### src/logic/hlp_consts.svh
// Constants of the link procedure engine: sequence width, timers, retry count.
// Assumes a single 50 MHz core clock; included by its bare name.
`ifndef HLP_CONSTS_SVH
`define HLP_CONSTS_SVH

`define HLP_SEQ_W 7
`define HLP_CLK_KHZ 50000
`define HLP_T1_MS 1500
`define HLP_T4_MS 2000
`define HLP_T1_CYC (`HLP_T1_MS * `HLP_CLK_KHZ)
`define HLP_T4_CYC (`HLP_T4_MS * `HLP_CLK_KHZ)
`define HLP_TMR_W 27
`define HLP_N2_DEF 4
`define HLP_RETRY_W 4
`define HLP_LEN_W 16
// FRMR capability bits {SREJ, UI, REJ}
`define HLP_FRMR_CAPS 3'h4
`define HLP_FIFO_DEPTH 2

`endif

### src/logic/hlp_pkg.sv
// Types of the link procedure engine: frame kinds, states, frame carriers.
// Assumes hlp_consts.svh is on the include path.
`default_nettype none
`include "hlp_consts.svh"

package hlp_pkg;

  typedef enum logic [3:0] {
    FR_I = 4'h0,
    FR_RR = 4'h1,
    FR_RNR = 4'h2,
    FR_REJ = 4'h3,
    FR_SREJ = 4'h4,
    FR_SABME = 4'h5,
    FR_SABM = 4'h6,
    FR_DISC = 4'h7,
    FR_UA = 4'h8,
    FR_DM = 4'h9,
    FR_FRMR = 4'hA,
    FR_UI = 4'hB
  } hlp_kind_e;

  typedef enum logic [2:0] {
    ST_IDLE = 3'h0,
    ST_SETUP = 3'h1,
    ST_INFO = 3'h2,
    ST_DISCW = 3'h3,
    ST_DOWN = 3'h4
  } hlp_state_e;

  typedef logic [`HLP_SEQ_W-1:0] hlp_seq_t;

  typedef struct packed {
    hlp_kind_e kind;
    logic cmd;
    logic pf;
    hlp_seq_t ns;
    hlp_seq_t nr;
    logic [`HLP_LEN_W-1:0] lenBits;
  } hlp_rx_s;

  typedef struct packed {
    hlp_kind_e kind;
    logic cmd;
    logic pf;
    hlp_seq_t ns;
    hlp_seq_t nr;
    logic [2:0] frmrCaps;
  } hlp_tx_s;

  typedef struct packed {
    hlp_state_e st;
    hlp_seq_t vs;
    hlp_seq_t va;
    hlp_seq_t vr;
    logic [`HLP_RETRY_W-1:0] retry;
    logic t1Run;
    logic [`HLP_TMR_W-1:0] t1Cnt;
    logic [`HLP_TMR_W-1:0] t4Cnt;
    logic ackPend;
    logic srejSent;
    logic peerBusy;
    logic relPulse;
    logic dropPulse;
    hlp_tx_s [`HLP_FIFO_DEPTH-1:0] buffer;
    logic wrPtr;
    logic rdPtr;
    logic [1:0] count;
  } hlp_state_s;

endpackage

`default_nettype wire

### src/logic/hlp_link_ctrl.sv
// Balanced link procedure engine: set-up, I frame transfer, SREJ recovery,
// frame reject and disconnection. Frames are exchanged as descriptors;
// framing, stuffing and payload storage live outside this block.
// Contract
// - Only the calling end opens the link; the called end waits for SABME.
// - Link set-up uses SABME only; SABM is never sent.
// - After link up or disconnection, never attempt set-up again.
// - Never send SABME during information transfer.
// - SABME received during transfer: send DISC, then release the bearer; the code raises bearerRelease once the DISC is queued, not after it is taken.
// - Accept response I frames with final bit set.
// - Sender of DISC may optionally release the bearer itself.
// - DM is only sent as a reply to a received command.
// - No modulo 8 numbering; only extended numbering.
// - Acknowledge accepted I frames at once, no later than T2.
// - Out-of-sequence I frames are recovered with SREJ, not REJ.
// - Never send REJ; a received REJ is answered with FRMR.
// - In waiting, busy states recover frames only by selective reject.
// - No link reset; reset conditions lead to disconnection.
// - Count retransmissions and give up at N2.
// - Never more than k unacknowledged I frames outstanding.
// - I frames longer than N1 bits are invalid.
// - Keep-alive timer T4 is optional and configurable.
// - Received FRMR is answered with DISC, never a reset.
// - FRMR field marks REJ and UI unimplemented, SREJ implemented.
// - T1 defaults to 1.5 seconds.
// - N2 defaults to 4.
`default_nettype none
`include "hlp_consts.svh"

module hlp_link_ctrl #(
  parameter int unsigned T1_CYCLES = `HLP_T1_CYC,
  parameter int unsigned T4_CYCLES = `HLP_T4_CYC,
  parameter int unsigned N2_MAX = `HLP_N2_DEF
) (
  input wire logic core_clk,
  input wire logic rst,
  input wire logic isCaller,
  input wire logic openReq,
  input wire logic closeReq,
  input wire logic relOnDisc,
  input wire logic t4Enable,
  input wire hlp_pkg::hlp_seq_t windowK,
  input wire logic [`HLP_LEN_W-1:0] n1Max,
  input wire logic rxValid,
  input wire hlp_pkg::hlp_rx_s rxFrame,
  output logic rxReady,
  input wire logic txReqValid,
  input wire logic [`HLP_LEN_W-1:0] txReqLen,
  output logic txReqReady,
  output logic txValid,
  output hlp_pkg::hlp_tx_s txFrame,
  input wire logic txReady,
  output logic linkUp,
  output logic linkDown,
  output logic bearerRelease,
  output logic reqDropped
);

  hlp_pkg::hlp_state_s q;
  hlp_pkg::hlp_state_s d;

  localparam logic [`HLP_TMR_W-1:0] T1_LOAD = `HLP_TMR_W'(T1_CYCLES - 1);
  localparam logic [`HLP_TMR_W-1:0] T4_LOAD = `HLP_TMR_W'(T4_CYCLES - 1);
  localparam logic [`HLP_RETRY_W-1:0] N2_LIM = `HLP_RETRY_W'(N2_MAX);

  // Modulo 128 distance from a to b
  function automatic hlp_pkg::hlp_seq_t seqDiff(input hlp_pkg::hlp_seq_t b,
                                                input hlp_pkg::hlp_seq_t a);
    seqDiff = b - a;
  endfunction

  function automatic hlp_pkg::hlp_tx_s mkFrame(input hlp_pkg::hlp_kind_e kind,
                                               input logic cmd, input logic pf,
                                               input hlp_pkg::hlp_seq_t ns,
                                               input hlp_pkg::hlp_seq_t nr);
    hlp_pkg::hlp_tx_s f;
    f.kind = kind;
    f.cmd = cmd;
    f.pf = pf;
    f.ns = ns;
    f.nr = nr;
    f.frmrCaps = (kind == hlp_pkg::FR_FRMR) ? `HLP_FRMR_CAPS : 3'h0;
    mkFrame = f;
  endfunction

  logic room;
  logic pop;
  logic push;
  logic t1Exp;
  logic t4Exp;
  logic winOpen;
  logic ackOk;
  hlp_pkg::hlp_tx_s pushFrame;

  assign room = q.count != 2'h2;
  assign pop = txValid && txReady;
  assign t1Exp = q.t1Run && (q.t1Cnt == '0);
  assign t4Exp = t4Enable && (q.t4Cnt == '0);
  assign winOpen = seqDiff(q.vs, q.va) < windowK;
  assign ackOk = seqDiff(rxFrame.nr, q.va) <= seqDiff(q.vs, q.va);

  // The receive path and the request path both stall on a full buffer
  assign rxReady = room;
  assign txReqReady = room && !rxValid && (q.st == hlp_pkg::ST_INFO) && !closeReq
                      && !t1Exp && !q.ackPend && winOpen && !q.peerBusy;
  assign txValid = q.count != 2'h0;
  assign txFrame = q.buffer[q.rdPtr];
  assign linkUp = q.st == hlp_pkg::ST_INFO;
  assign linkDown = q.st == hlp_pkg::ST_DOWN;
  assign bearerRelease = q.relPulse;
  assign reqDropped = q.dropPulse;

  always_comb begin
    d = q;
    d.relPulse = 1'b0;
    d.dropPulse = 1'b0;
    push = 1'b0;
    pushFrame = '0;
    if (q.t1Run && q.t1Cnt != '0) begin
      d.t1Cnt = q.t1Cnt - 1'b1;
    end
    if (q.st == hlp_pkg::ST_INFO && t4Enable && q.t4Cnt != '0) begin
      d.t4Cnt = q.t4Cnt - 1'b1;
    end
    if (room && rxValid) begin
      d.t4Cnt = T4_LOAD;
      unique case (q.st)
        hlp_pkg::ST_IDLE: begin
          if (!isCaller && rxFrame.cmd && rxFrame.kind == hlp_pkg::FR_SABME) begin
            push = 1'b1;
            pushFrame = mkFrame(hlp_pkg::FR_UA, 1'b0, rxFrame.pf, '0, '0);
            d.st = hlp_pkg::ST_INFO;
            d.vs = '0;
            d.va = '0;
            d.vr = '0;
          end else if (rxFrame.cmd) begin
            // Basic-mode SABM and early commands are refused by a solicited DM
            push = 1'b1;
            pushFrame = mkFrame(hlp_pkg::FR_DM, 1'b0, rxFrame.pf, '0, '0);
          end
        end
        hlp_pkg::ST_SETUP: begin
          if (!rxFrame.cmd && rxFrame.kind == hlp_pkg::FR_UA) begin
            d.st = hlp_pkg::ST_INFO;
            d.t1Run = 1'b0;
            d.retry = '0;
            d.vs = '0;
            d.va = '0;
            d.vr = '0;
            d.t4Cnt = T4_LOAD;
          end else if (!rxFrame.cmd && rxFrame.kind == hlp_pkg::FR_DM) begin
            d.st = hlp_pkg::ST_DOWN;
            d.t1Run = 1'b0;
          end
        end
        hlp_pkg::ST_INFO: begin
          if (rxFrame.kind == hlp_pkg::FR_I && rxFrame.lenBits > n1Max) begin
            push = 1'b1;
            pushFrame = mkFrame(hlp_pkg::FR_FRMR, 1'b0, rxFrame.pf, q.vs, q.vr);
          end else begin
            unique case (rxFrame.kind)
              hlp_pkg::FR_SABME: begin
                push = 1'b1;
                pushFrame = mkFrame(hlp_pkg::FR_DISC, 1'b1, 1'b1, '0, '0);
                d.relPulse = 1'b1;
                d.st = hlp_pkg::ST_DISCW;
                d.t1Run = 1'b1;
                d.t1Cnt = T1_LOAD;
              end
              hlp_pkg::FR_REJ: begin
                push = 1'b1;
                pushFrame = mkFrame(hlp_pkg::FR_FRMR, 1'b0, rxFrame.pf, q.vs, q.vr);
              end
              hlp_pkg::FR_FRMR: begin
                push = 1'b1;
                pushFrame = mkFrame(hlp_pkg::FR_DISC, 1'b1, 1'b1, '0, '0);
                d.st = hlp_pkg::ST_DISCW;
                d.t1Run = 1'b1;
                d.t1Cnt = T1_LOAD;
              end
              hlp_pkg::FR_DISC: begin
                push = 1'b1;
                pushFrame = mkFrame(hlp_pkg::FR_UA, 1'b0, rxFrame.pf, '0, '0);
                d.st = hlp_pkg::ST_DOWN;
                d.t1Run = 1'b0;
              end
              hlp_pkg::FR_I, hlp_pkg::FR_RR, hlp_pkg::FR_RNR: begin
                // Response I frames with F=1 are taken like any other
                if (ackOk) begin
                  d.va = rxFrame.nr;
                  if (rxFrame.nr != q.va) begin
                    d.retry = '0;
                  end
                  d.t1Run = rxFrame.nr != q.vs;
                  d.t1Cnt = T1_LOAD;
                end
                if (rxFrame.kind == hlp_pkg::FR_I) begin
                  if (rxFrame.ns == q.vr) begin
                    d.vr = q.vr + 1'b1;
                    d.ackPend = 1'b1;
                    d.srejSent = 1'b0;
                  end else if (!q.srejSent) begin
                    push = 1'b1;
                    pushFrame = mkFrame(hlp_pkg::FR_SREJ, 1'b0, 1'b0, '0, q.vr);
                    d.srejSent = 1'b1;
                  end
                end else begin
                  d.peerBusy = rxFrame.kind == hlp_pkg::FR_RNR;
                  if (rxFrame.cmd && rxFrame.pf) begin
                    push = 1'b1;
                    pushFrame = mkFrame(hlp_pkg::FR_RR, 1'b0, 1'b1, '0, q.vr);
                    d.ackPend = 1'b0;
                  end
                end
              end
              hlp_pkg::FR_SREJ: begin
                // Selective retransmission of the one frame asked for
                push = 1'b1;
                pushFrame = mkFrame(hlp_pkg::FR_I, 1'b1, 1'b0, rxFrame.nr, q.vr);
                d.ackPend = 1'b0;
              end
              default: begin
                if (rxFrame.cmd) begin
                  push = 1'b1;
                  pushFrame = mkFrame(hlp_pkg::FR_FRMR, 1'b0, rxFrame.pf, q.vs, q.vr);
                end
              end
            endcase
          end
        end
        hlp_pkg::ST_DISCW: begin
          if (!rxFrame.cmd && (rxFrame.kind == hlp_pkg::FR_UA
                               || rxFrame.kind == hlp_pkg::FR_DM)) begin
            d.st = hlp_pkg::ST_DOWN;
            d.t1Run = 1'b0;
          end
        end
        hlp_pkg::ST_DOWN: begin
          if (rxFrame.cmd) begin
            push = 1'b1;
            pushFrame = mkFrame(hlp_pkg::FR_DM, 1'b0, rxFrame.pf, '0, '0);
          end
        end
        default: begin
          d.st = hlp_pkg::ST_DOWN;
        end
      endcase
    end else if (room) begin
      unique case (q.st)
        hlp_pkg::ST_IDLE: begin
          if (isCaller && openReq) begin
            push = 1'b1;
            pushFrame = mkFrame(hlp_pkg::FR_SABME, 1'b1, 1'b1, '0, '0);
            d.st = hlp_pkg::ST_SETUP;
            d.retry = '0;
            d.t1Run = 1'b1;
            d.t1Cnt = T1_LOAD;
          end
        end
        hlp_pkg::ST_SETUP: begin
          if (t1Exp) begin
            if (q.retry >= N2_LIM) begin
              d.st = hlp_pkg::ST_DOWN;
              d.t1Run = 1'b0;
            end else begin
              push = 1'b1;
              pushFrame = mkFrame(hlp_pkg::FR_SABME, 1'b1, 1'b1, '0, '0);
              d.retry = q.retry + 1'b1;
              d.t1Cnt = T1_LOAD;
            end
          end
        end
        hlp_pkg::ST_INFO: begin
          if (closeReq) begin
            push = 1'b1;
            pushFrame = mkFrame(hlp_pkg::FR_DISC, 1'b1, 1'b1, '0, '0);
            d.relPulse = relOnDisc;
            d.st = hlp_pkg::ST_DISCW;
            d.t1Run = 1'b1;
            d.t1Cnt = T1_LOAD;
          end else if (t1Exp) begin
            if (q.retry >= N2_LIM) begin
              push = 1'b1;
              pushFrame = mkFrame(hlp_pkg::FR_DISC, 1'b1, 1'b1, '0, '0);
              d.st = hlp_pkg::ST_DISCW;
            end else begin
              // Oldest unacknowledged frame is sent again
              push = 1'b1;
              pushFrame = mkFrame(hlp_pkg::FR_I, 1'b1, 1'b1, q.va, q.vr);
              d.retry = q.retry + 1'b1;
              d.ackPend = 1'b0;
            end
            d.t1Cnt = T1_LOAD;
          end else if (q.ackPend) begin
            push = 1'b1;
            pushFrame = mkFrame(hlp_pkg::FR_RR, 1'b0, 1'b0, '0, q.vr);
            d.ackPend = 1'b0;
          end else if (txReqValid && winOpen && !q.peerBusy) begin
            if (txReqLen > n1Max) begin
              d.dropPulse = 1'b1;
            end else begin
              push = 1'b1;
              pushFrame = mkFrame(hlp_pkg::FR_I, 1'b1, 1'b0, q.vs, q.vr);
              d.vs = q.vs + 1'b1;
              if (!q.t1Run) begin
                d.t1Run = 1'b1;
                d.t1Cnt = T1_LOAD;
              end
            end
          end else if (t4Exp && !q.t1Run) begin
            // Keep-alive poll while idle
            push = 1'b1;
            pushFrame = mkFrame(hlp_pkg::FR_RR, 1'b1, 1'b1, '0, q.vr);
            d.t4Cnt = T4_LOAD;
            d.t1Run = 1'b1;
            d.t1Cnt = T1_LOAD;
          end
        end
        hlp_pkg::ST_DISCW: begin
          if (t1Exp) begin
            d.st = hlp_pkg::ST_DOWN;
            d.t1Run = 1'b0;
          end
        end
        hlp_pkg::ST_DOWN: begin
          d.t1Run = 1'b0;
        end
        default: begin
          d.st = hlp_pkg::ST_DOWN;
        end
      endcase
    end
    // Two-entry output buffer
    if (push) begin
      d.buffer[q.wrPtr] = pushFrame;
      d.wrPtr = ~q.wrPtr;
    end
    if (pop) begin
      d.rdPtr = ~q.rdPtr;
    end
    d.count = q.count + {1'b0, push} - {1'b0, pop};
  end

  always_ff @(posedge core_clk) begin
    if (rst) begin
      q <= '0;
    end else begin
      q <= d;
    end
  end

endmodule // hlp_link_ctrl

`default_nettype wire

### config.mk
export PLATFORM = sky130hd
export DESIGN_NAME = hlp_link_ctrl
export DESIGN_NICKNAME = d
export VERILOG_FILES = /design/src/logic/hlp_pkg.sv /design/src/logic/hlp_link_ctrl.sv
export VERILOG_INCLUDE_DIRS = /design/src /design/src/logic
export SDC_FILE = /design/constraint.sdc
export NUM_CORES = 1
export LEC_CHECK = 0
export ABC_AREA = 1
export BUFFER_PORTS_ARGS = -buffer_cell sky130_fd_sc_hd__buf_2
export CAP_MARGIN = 20
export CORE_AREA = 2 2 110 219
export DETAILED_ROUTE_END_ITERATION = 12
export DIE_AREA = 0 0 112 221
export GPL_ROUTABILITY_DRIVEN = 0
export MAX_ROUTING_LAYER = met4
export PLACE_DENSITY = 0.66
export REMOVE_ABC_BUFFERS = 1
export SYNTH_ARGS = -nofsm -noshare
export SYNTH_HDL_FRONTEND = slang
export SYNTH_SLANG_ARGS = --single-unit
### constraint.sdc
create_clock -name core_clk -period 3.7 [get_ports core_clk]
set_input_delay 0.74 -clock core_clk [delete_from_list [all_inputs] [get_ports core_clk]]
set_output_delay 0.74 -clock core_clk [all_outputs]
set_load 0.02 [all_outputs]
After elaboration in Yosys (flattened, before gate mapping). Cells that the tools add are included.

Add/subtract/negate cells: 9. $lt $le $gt $ge: 8. Equal/unequal tests: 65. Multiplexer cells: 139. Bitwise operators: 7. Reductions and logical operators: 60.

Operator list (count): $mux W23 (15); $mux W27 (8); $mux W28 (5); $pmux W23 S3 (2); $mux W60 (2); $pmux W23 S5 (1); $mux W22 (5); $mux W55 (2); $mux W32 (3); $pmux W27 S3 (1); $mux W7 (9); $logic_not A27 Y1 (2); $pmux W27 S2 (1); $reduce_bool A27 Y1 (2); $sub A27 B1 Y27 const B (2); $bwmux W46 (1); $mux W46 (1); $pmux W14 S3 (1); $mux W1 (40); $mux W20 (2); $mux W3 (11); $gt A16 B16 Y1 (2); $ne A3 B3 Y1 const B (10); $pmux W3 S5 (2); 65 further kinds (158).

Flip-flop bits (word level): 138. Input bits: 85. Output and inout bits: 30.

Longest topological paths before layout. Gate-level depths: netlist (run 1).

Depth in word-level cells: 13. Gate-level depth with buffers: 32. Depth with buffers taken out: 31.

Worst setup path after synthesis (run 1). No wires, ideal clock.

Path type: register to register. Start: reg q[128] in the netlist's numbering. End: reg q[1] in the netlist's numbering. Arrival time: 3959 ps. Required time: 3630 ps. Setup slack: -329 ps. Cell stages (with the launch flop): 33. Period minus slack after synthesis: 4029 ps. Cells stage by stage: dfxtp_1 -> inv_1 -> ha_1 -> inv_1 -> fa_1 -> nand3_1 -> and2_1 -> nor2_1 -> nor2_1 -> o21bai_1 -> xnor2_1 -> inv_1 -> ha_1 -> nand2_1 -> inv_1 -> a21oi_1 -> nand3_2 -> inv_1 -> nand3_1 -> nand2_1 -> nand2_1 -> nand2_1 -> nand2_1 -> nand2_1 -> nand2_2 -> buf_4 -> nand2_1 -> ha_1 -> inv_1 -> ha_1 -> xor2_1 -> o21ai_0 -> a21oi_1.

Word-level cells in the longest chain between the ends: 13.

Ends and longest elaborated chain: from (decl) (RTL line hlp_link_ctrl.sv:59) `hlp_pkg::hlp_state_s q;`; from (signal assigned) (RTL line hlp_link_ctrl.sv:346) `q <= '0;`; from (signal assigned) (RTL line hlp_link_ctrl.sv:348) `q <= d;`; $sub A7 B7 Y7 (RTL line hlp_link_ctrl.sv:69) `seqDiff = b - a;`; $lt A7 B7 Y1 (RTL line hlp_link_ctrl.sv:99) `assign winOpen = seqDiff(q.vs, q.va) < windowK;`; $logic_and A1 B1 Y1 (2 in a row) (RTL line hlp_link_ctrl.sv:298) `end else if (txReqValid && winOpen && !q.peerBusy) begin`; $mux W1 (RTL line hlp_link_ctrl.sv:298); $mux W1 (RTL line hlp_link_ctrl.sv:294) `end else if (q.ackPend) begin`; $mux W1 (RTL line hlp_link_ctrl.sv:281) `end else if (t1Exp) begin`; $mux W1 (RTL line hlp_link_ctrl.sv:274) `if (closeReq) begin`; $pmux W1 S3 (RTL line hlp_link_ctrl.sv:249) `unique case (q.st)`; $mux W1 (RTL line hlp_link_ctrl.sv:248) `end else if (room) begin`; $mux W1 (RTL line hlp_link_ctrl.sv:125) `if (room && rxValid) begin`; $add A2 B1 Y2 (RTL line hlp_link_ctrl.sv:341) `d.count = q.count + {1'b0, push} - {1'b0, pop};`; $sub A2 B1 Y2 (RTL line hlp_link_ctrl.sv:341).

No other way between the ends. A chain may end at the register's enable or synchronous reset.

Worst setup path after layout (run 1).
Start: reg q[128] in the netlist's numbering. End: reg q[48] in the netlist's numbering.

Word-level cells in the longest chain between the ends: 11.

Ends and longest elaborated chain (RTL line): $sub A7 B7 Y7 (hlp_link_ctrl.sv:69); $lt A7 B7 Y1 (hlp_link_ctrl.sv:99); $logic_and A1 B1 Y1 (2 in a row) (hlp_link_ctrl.sv:298); $mux W1 (hlp_link_ctrl.sv:298); $mux W1 (hlp_link_ctrl.sv:294); $mux W1 (hlp_link_ctrl.sv:281); $mux W1 (hlp_link_ctrl.sv:274); $pmux W1 S3 (hlp_link_ctrl.sv:249); $mux W1 (hlp_link_ctrl.sv:248); $mux W1 (hlp_link_ctrl.sv:125).

No other way between the ends.

==> out/metrics.csv, run 1 <==
stage;metric;value;unit
outcome;status;finished with violations;
outcome;failing checks;setup timing;
placement;IO Port Bufs;112;
synthesis;register area share after synthesis;0.260;
layout;sequential cell area;2690;um^2
layout;fin area;12800;um^2
placement;hpwl dp;25.8;mm
hold_path;Hold Path End;q[53];
timing;setup violators final;72;
grt;largest net degree at the start of global routing;50;
setup_path;crit-path max FO;6;
layout;share of layout cells above drive strength 1;0.197;
setup_path;CP peak stage delay;340;ps
hold_path;Hold Startpoint;q[53];
setup_path;Worst R2R Path Depth;33;
grt;antenna violations before repair;1;
cts;worst-case clock buffer depth;2;
layout;Nets;2003;
floorplanning;num rows;79;
synthesis;Post-synth ARST share;0;
route;total number of vias;11500;
synthesis;Yosys top cell area share;0.260;
grt;first-pass GRT wire length;52.7;mm
synthesis;leading area contributor after synthesis;dfxtp_1;
synthesis;#FFs+latches synth;134;
cts;H-tree levels;4;
layout;final core utilization;0.553;
timing;final worst path period share;1.05;
hold_path;hold depth;2;
route;Post-Route WL;34.0;mm
floorplanning;Die Y;221;um
layout;Final Non-Filler Cells;2149;
timing;Hold WS;463;ps
setup_path;Reg-to-Reg Start;q[128];
grt;vias in the first global route;11100;
setup_path;Critical Path RT;4040;ps
pwr;Static Leak;6.54;nW
synthesis;Post-synth EDFFs;0;
synthesis;Avg Inst Size Synth;6.20;um^2
floorplanning;Total Die Area;24800;um^2
synthesis;Ys Warns;0;
floorplanning;initial core utilization;0.445;
floorplanning;CORE AREA;23100;um^2
synthesis;synthesized instance count;1661;
route;DR pass1 iterations;8;
synthesis;Yosys cell types;55;
floorplanning;Chip Width;112;um
timing;Least-Margin Pin Slew;710;ps
layout;fillers;2345;
cts;Inserted Clock Buffers;17;
timing;clock skew;11.8;ps
synthesis;synthesized area;10300;um^2
cts;CTS Hold Bufs;0;
setup_path;CP arrival;4220;ps
layout;combined area of the multi-input logic cells;6540;um^2
route;routed len/inst;15.8;um
flow_run;Max-Cap Viols;0;
pwr;PwrDens;761;nW/um^2
timing;Slew HR;0.526;
setup_path;Worst path slowest cell;fa_2;
setup_path;FF-to-FF setup slack;-180;ps
setup_path;RR Endpoint;q[48];
timing;Hold Fails Final Rpt;0;
placement;Cells after DPL;2084;
timing;crit path time final;3880;ps
placement;placed cell area;11600;um^2
floorplanning;Ports;115;
cts;Root Buffer;clkbuf_16;
setup_path;Critical Path Start Type;flop;
timing;max-slew violation count;0;
pwr;VDD IR-drop max;0.385;mV
route;remaining antenna violation count;0;
placement;post-place setup slack;-367;ps
setup_path;Setup crit end kind;flop;
grt;GRT Residual Overflow;0;
cts;CTS sink cnt;134;
layout;Layout area overhead;24.1;%
setup_path;WS Path Type;flop to flop;
timing;Final WS setup;-184;ps
cts;TritonCTS clock tree;done;
grt;Global Route Usage Sum;0.275;
layout;most frequent cells in the layout;nand2_1 (380), inv_1 (248), nor2_1 (240), dfxtp_1 (131), buf_2 (112);
cts;clock latency at the later pin of the worst-skew pair;440;ps
route;DRC Markers;0;
timing;fmax;0.257;GHz
route;Iter 0 DRT Violations;713;
timing;RSZ-0062 raised after global routing;yes;
route;vias per std cell;5.34;
hold_path;Hold Path Class;flop to flop;
synthesis;most common flop cell mapped by yosys;dfxtp_1;
synthesis;synth top area cells;dfxtp_1 (26%), nand2_1 (14%), inv_1 (9.3%);
layout;most common cell after layout, fill and taps aside;nand2_1;
cts;clk slew on worst S/H paths;60;ps
## kinds of logic after synthesis
logic type | share of synthesized area
DFF | 0.260
adders and majority gates | 0.0804
other | 0.000364
buffers and inverters | 0.127
AOI/OAI and AO/OA | 0.118
and+or+nand+nor | 0.361
xor gates and xnor gates | 0.0527
## per-stage QoR
stage | power (mW) | setup TNS [ps]
global placement | 6.99 | -9020
finish | 9.73 | -8760
floorplan | 5.36 | -9190
CTS | 9.17 | -2840
detailed placement | 7.07 | -18960
global route | 10.5 | -29250
## sequential cells by signal, summed over array words and instances (netlist names)
signal         count
q                132
bearerRelease      1
reqDropped         1
## synth_stat cells (3+ instances only)
master / number
nand2_1: 391
inv_1: 255
nor2_1: 244
dfxtp_1: 134
o21ai_0: 96
nand3_1: 69
a21oi_1: 67
ha_1: 63
nand4_1: 57
xor2_1: 40
nor3_1: 32
inv_2: 22
xnor2_1: 22
nor2_2: 20
buf_2: 14
clkbuf_1: 13
a211oi_1: 10
buf_1: 10
buf_4: 7
nand2_2: 7
o22ai_1: 7
a31oi_1: 6
buf_6: 5
nand3b_1: 5
nor4_1: 5
o21ai_1: 5
a21oi_2: 4
nand3_2: 4
o21bai_1: 4
a21o_1: 3
nor2_4: 3
nor3_2: 3
o2111ai_1: 3
or2_2: 3
## repair_timing
| action | in CTS | in global routing |
|---|---|---|
| hold endpoints to repair | 0 | 0 |
| pin swaps | 21 | 26 |
| gates resized for setup | 40 | 35 |
| endpoints found under the setup margin | 63 | 107 |
| setup buffers | 13 | 11 |
| cloned | 1 | 8 |
## worst max-delay path: cells and delay by family, from the launching register on
kind	cells	cell delay [ps]
adders and majority gates	3	710
xor gates and xnor gates	1	220
buffers and inverters	10	1030
and+or+nand+nor	17	1240
DFF	1	330
AOI/OAI and AO/OA	2	220
## power by group
part | leakage, nW | switching, mW | total (mW) | internal [mW]
sequential | 1.10 | 0.302 | 2.11 | 1.80
combinational | 5.16 | 3.43 | 5.88 | 2.45
clock | 0.283 | 0.684 | 1.74 | 1.05
total | 6.54 | 4.42 | 9.73 | 5.31
## per-layer routing
| layer | up-vias | share of wire | global-route usage |
|---|---|---|---|
| li1 | 5663 | - | - |
| met1 | 5219 | 0.34 | 0.250 |
| met2 | 428 | 0.54 | 0.509 |
| met3 | 171 | 0.045 | 0.0427 |
| met4 | 0 | 0.081 | 0.192 |
| met5 | - | 0 | - |
## worst max-delay path by stage
stage,from,to,slack (ps),depth (start not counted)
3_3_place_gp,q[128],q[1],-190,31
4_1_cts,q[128],txReqReady,-260,19
3_5_place_dp,q[128],q[1],-370,31
6_report,q[128],q[48],-180,33
5_1_grt,q[128],q[1],-420,32
2_1_floorplan,q[128],q[1],-500,31
## area by class of cell
| cell class | instances | area share |
|---|---|---|
| clock buffer | 19 | 0.0338 |
| multi-input combinational | 1201 | 0.511 |
| inverter | 278 | 0.0822 |
| clock inverter | 12 | 0.0121 |
| tap | 283 | 0.0277 |
| timing repair buffer | 221 | 0.123 |
| sequential | 134 | 0.210 |
| antenna | 1 | 0.000196 |
No activity file was read; power rests on OpenSTA's default activity.
==> run 2: changes to the inputs <==
--- a/config.mk
+++ b/config.mk
@@ -9,9 +9,9 @@
 export ABC_AREA = 1
 export BUFFER_PORTS_ARGS = -buffer_cell sky130_fd_sc_hd__buf_2
 export CAP_MARGIN = 20
-export CORE_AREA = 2 2 110 219
+export CORE_AREA = 2 2 155 157
 export DETAILED_ROUTE_END_ITERATION = 12
-export DIE_AREA = 0 0 112 221
+export DIE_AREA = 0 0 157 159
 export GPL_ROUTABILITY_DRIVEN = 0
 export MAX_ROUTING_LAYER = met4
 export PLACE_DENSITY = 0.66
==> out/metrics.csv, run 2 (synthesis results as in run 1) <==
stage;metric;value;unit;change
cts;H-tree levels;4;;unchanged
cts;CTS sink cnt;134;;unchanged
setup_path;Reg-to-Reg Start;q[128];;
timing;setup violators final;46;;-36%
grt;Global Route Usage Sum;0.260;;-0.0149
layout;max reg flops;132;;unchanged
cts;clk slew on worst S/H paths;70;ps;about the same
timing;final worst path period share;1.07;;+0.0200
outcome;status;finished with violations;;
pwr;Static Leak;6.58;nW;+0.55%
outcome;failing checks;setup timing;;
layout;fin area;13100;um^2;+2.7%
route;Iter 0 DRT Violations;899;;+26%
pwr;sw frac;0.460;;+0.00563
placement;hpwl dp;23.1;mm;-10%
layout;Layout area overhead;27.6;%;
floorplanning;initial core utilization;0.444;;-0.00120
grt;GRT Residual Overflow;0;;unchanged
placement;placed cell area;11500;um^2;-0.63%
layout;Nets;2002;;-0.050%
cts;clock latency at the later pin of the worst-skew pair;430;ps;about the same
setup_path;Worst R2R Path Depth;32;;-3.0%
setup_path;CP arrival;4270;ps;+50 ps
floorplanning;Die Y;159;um;-28%
floorplanning;Chip Width;157;um;+40%
floorplanning;Ports;115;;unchanged
grt;largest net degree at the start of global routing;66;;+32%
layout;share of layout cells above drive strength 1;0.246;;+0.0493
cts;TritonCTS clock tree;done;;
hold_path;Hold Path Class;flop to flop;;
timing;Slew HR;0.435;;-0.0915
setup_path;Critical Path RT;4020;ps;-20 ps
timing;Final WS setup;-258;ps;-73.9 ps
cts;Root Buffer;clkbuf_16;;
route;DR pass1 iterations;7;;-1
setup_path;WS Path Type;flop to flop;;
route;vias per std cell;5.17;;-3.2%
layout;Largest Register;q;;
route;remaining antenna violation count;0;;unchanged
cts;worst-case clock buffer depth;2;;unchanged
setup_path;Setup crit end kind;flop;;
timing;max-slew violation count;0;;unchanged
pwr;VDD IR-drop max;0.348;mV;-9.5%
grt;vias in the first global route;10700;;-3.6%
timing;fmax;0.253;GHz;-1.9%
pwr;Internal Power;5.33;mW;+0.39%
grt;met2 Track Usage GR;0.414;;-0.0950
grt;busiest grt layer;met2;;
floorplanning;Total Die Area;25000;um^2;+0.85%
route;DRC Markers;0;;unchanged
grt;M1 GR Usage;0.325;;+0.0743
grt;antenna violations before repair;0;;-1
setup_path;RR Endpoint;q[1];;
setup_path;FF-to-FF setup slack;-260;ps;-70 ps
pwr;Reg power frac;0.214;;-0.002
pwr;Sw Pwr;4.54;mW;+2.7%
timing;RSZ-0062 raised after global routing;yes;;
timing;Least-Margin Pin Slew;847;ps;+137 ps
route;Post-Route WL;31.9;mm;-6.4%
pwr;clock power share;0.170;;-0.009
timing;Hold Fails Final Rpt;0;;unchanged
placement;IO Port Bufs;112;;unchanged
pwr;Comb pwr share;0.617;;+0.012
timing;clock skew;11.2;ps;-0.600 ps
setup_path;Critical Path Source;q[128];;
setup_path;crit-path max FO;3;;-3
setup_path;Worst path slowest cell;fa_2;;
grt;GR Util met3;0.0422;;-0.000540
setup_path;CP peak stage delay;340;ps;about the same
route;total number of vias;11300;;-1.6%
placement;post-place setup slack;-334;ps;+32.5 ps
pwr;PwrDens;751;nW/um^2;-1.3%
flow_run;Max-Cap Viols;0;;unchanged
floorplanning;CORE AREA;23200;um^2;+0.27%
setup_path;worst setup path end;q[1];;
layout;n_diodes;0;;-1
route;routed len/inst;14.6;um;-7.9%
floorplanning;num rows;56;;-29%
layout;final core utilization;0.567;;+0.0137
setup_path;Critical Path Start Type;flop;;
grt;first-pass GRT wire length;51.3;mm;-2.7%
layout;most frequent cells in the layout;nand2_1 (343), inv_1 (227), nor2_1 (214), dfxtp_1 (132), buf_2 (111);;
timing;crit path time final;3960;ps;+73.9 ps
cts;CTS Hold Bufs;0;;unchanged
cts;Inserted Clock Buffers;17;;unchanged
layout;most common cell after layout, fill and taps aside;nand2_1;;
## run 2: cell types whose count changed in the layout (fill, tap and decap cells not counted), moves of 6 or more
| cell | change |
|---|---|
| nor2_2 | +25 |
| nand2_2 | +21 |
| inv_1 | -21 |
| inv_2 | +22 |
| nor2_1 | -26 |
| nand2_1 | -37 |
| buf_16 | +6 |
| nand2_4 | +16 |
## run 2: final cells by class
| type | count | area [um^2] |
|---|---|---|
| sequential | 134 | 2690 |
| multi-input combinational | 1201 | 6830 |
| fill | 2212 | 10000 |
| clock inverter | 13 | 123 |
| clock buffer | 19 | 453 |
| tap | 319 | 399 |
| inverter | 278 | 1050 |
| timing repair buffer | 220 | 1610 |
## run 2: per-layer routing
metal | routed length, um | part of all wire
met1 | 13800 | 0.43
met2 | 15100 | 0.47
met3 | 1850 | 0.058
met4 | 1170 | 0.037
met5 | 0 | 0
## run 2: what timing repair did
action | 4_1_cts | 5_1_grt
buffers inserted | 32 | 10
hold endpoints to repair | 0 | 0
setup endpoints to repair | 55 | 106
cloned | 7 | 1
gates resized for setup | 77 | 122
pin swaps | 31 | 71
## run 2: worst max-delay path, delay by kind of cell, from the launching register on
kind                     cells  cell delay (ps)
AND/OR/NAND/NOR             16             1270
adder cells (fa/ha/maj)      5             1190
buffers and inverters        6              410
XOR/XNOR                     2              350
flip-flops                   1              330
AO/OA/AOI/OAI                3              280
## run 2: how the worst min path moves through the flow
stage / start / end / cells past startpoint
6_report: q[112] / q[112] / 2
3_3_place_gp: q[112] / q[112] / 2
5_1_grt: q[113] / q[113] / 2
4_1_cts: q[112] / q[112] / 2
2_1_floorplan: q[112] / q[112] / 2
3_5_place_dp: q[112] / q[112] / 2
## run 2: per-stage QoR
stage	power (mW)	instances	setup TNS [ps]	hold WS, ps
floorplan	5.36	1613	-9190	429
global placement	6.78	2106	-9720	440
detailed placement	6.84	2106	-16320	446
CTS	9.31	2176	-5740	456
global route	10.7	2184	-20030	488
finish	9.87	2184	-5970	456
## run 2: power groups by stage
stage	Clock, mW	Combinational, mW	Sequential, mW
4_1_cts	1.69	5.52	2.10
3_5_place_dp	0	4.72	2.12
3_3_place_gp	0	4.67	2.11
5_1_grt	1.75	6.75	2.15
6_report	1.67	6.09	2.11
2_1_floorplan	0	3.30	2.06
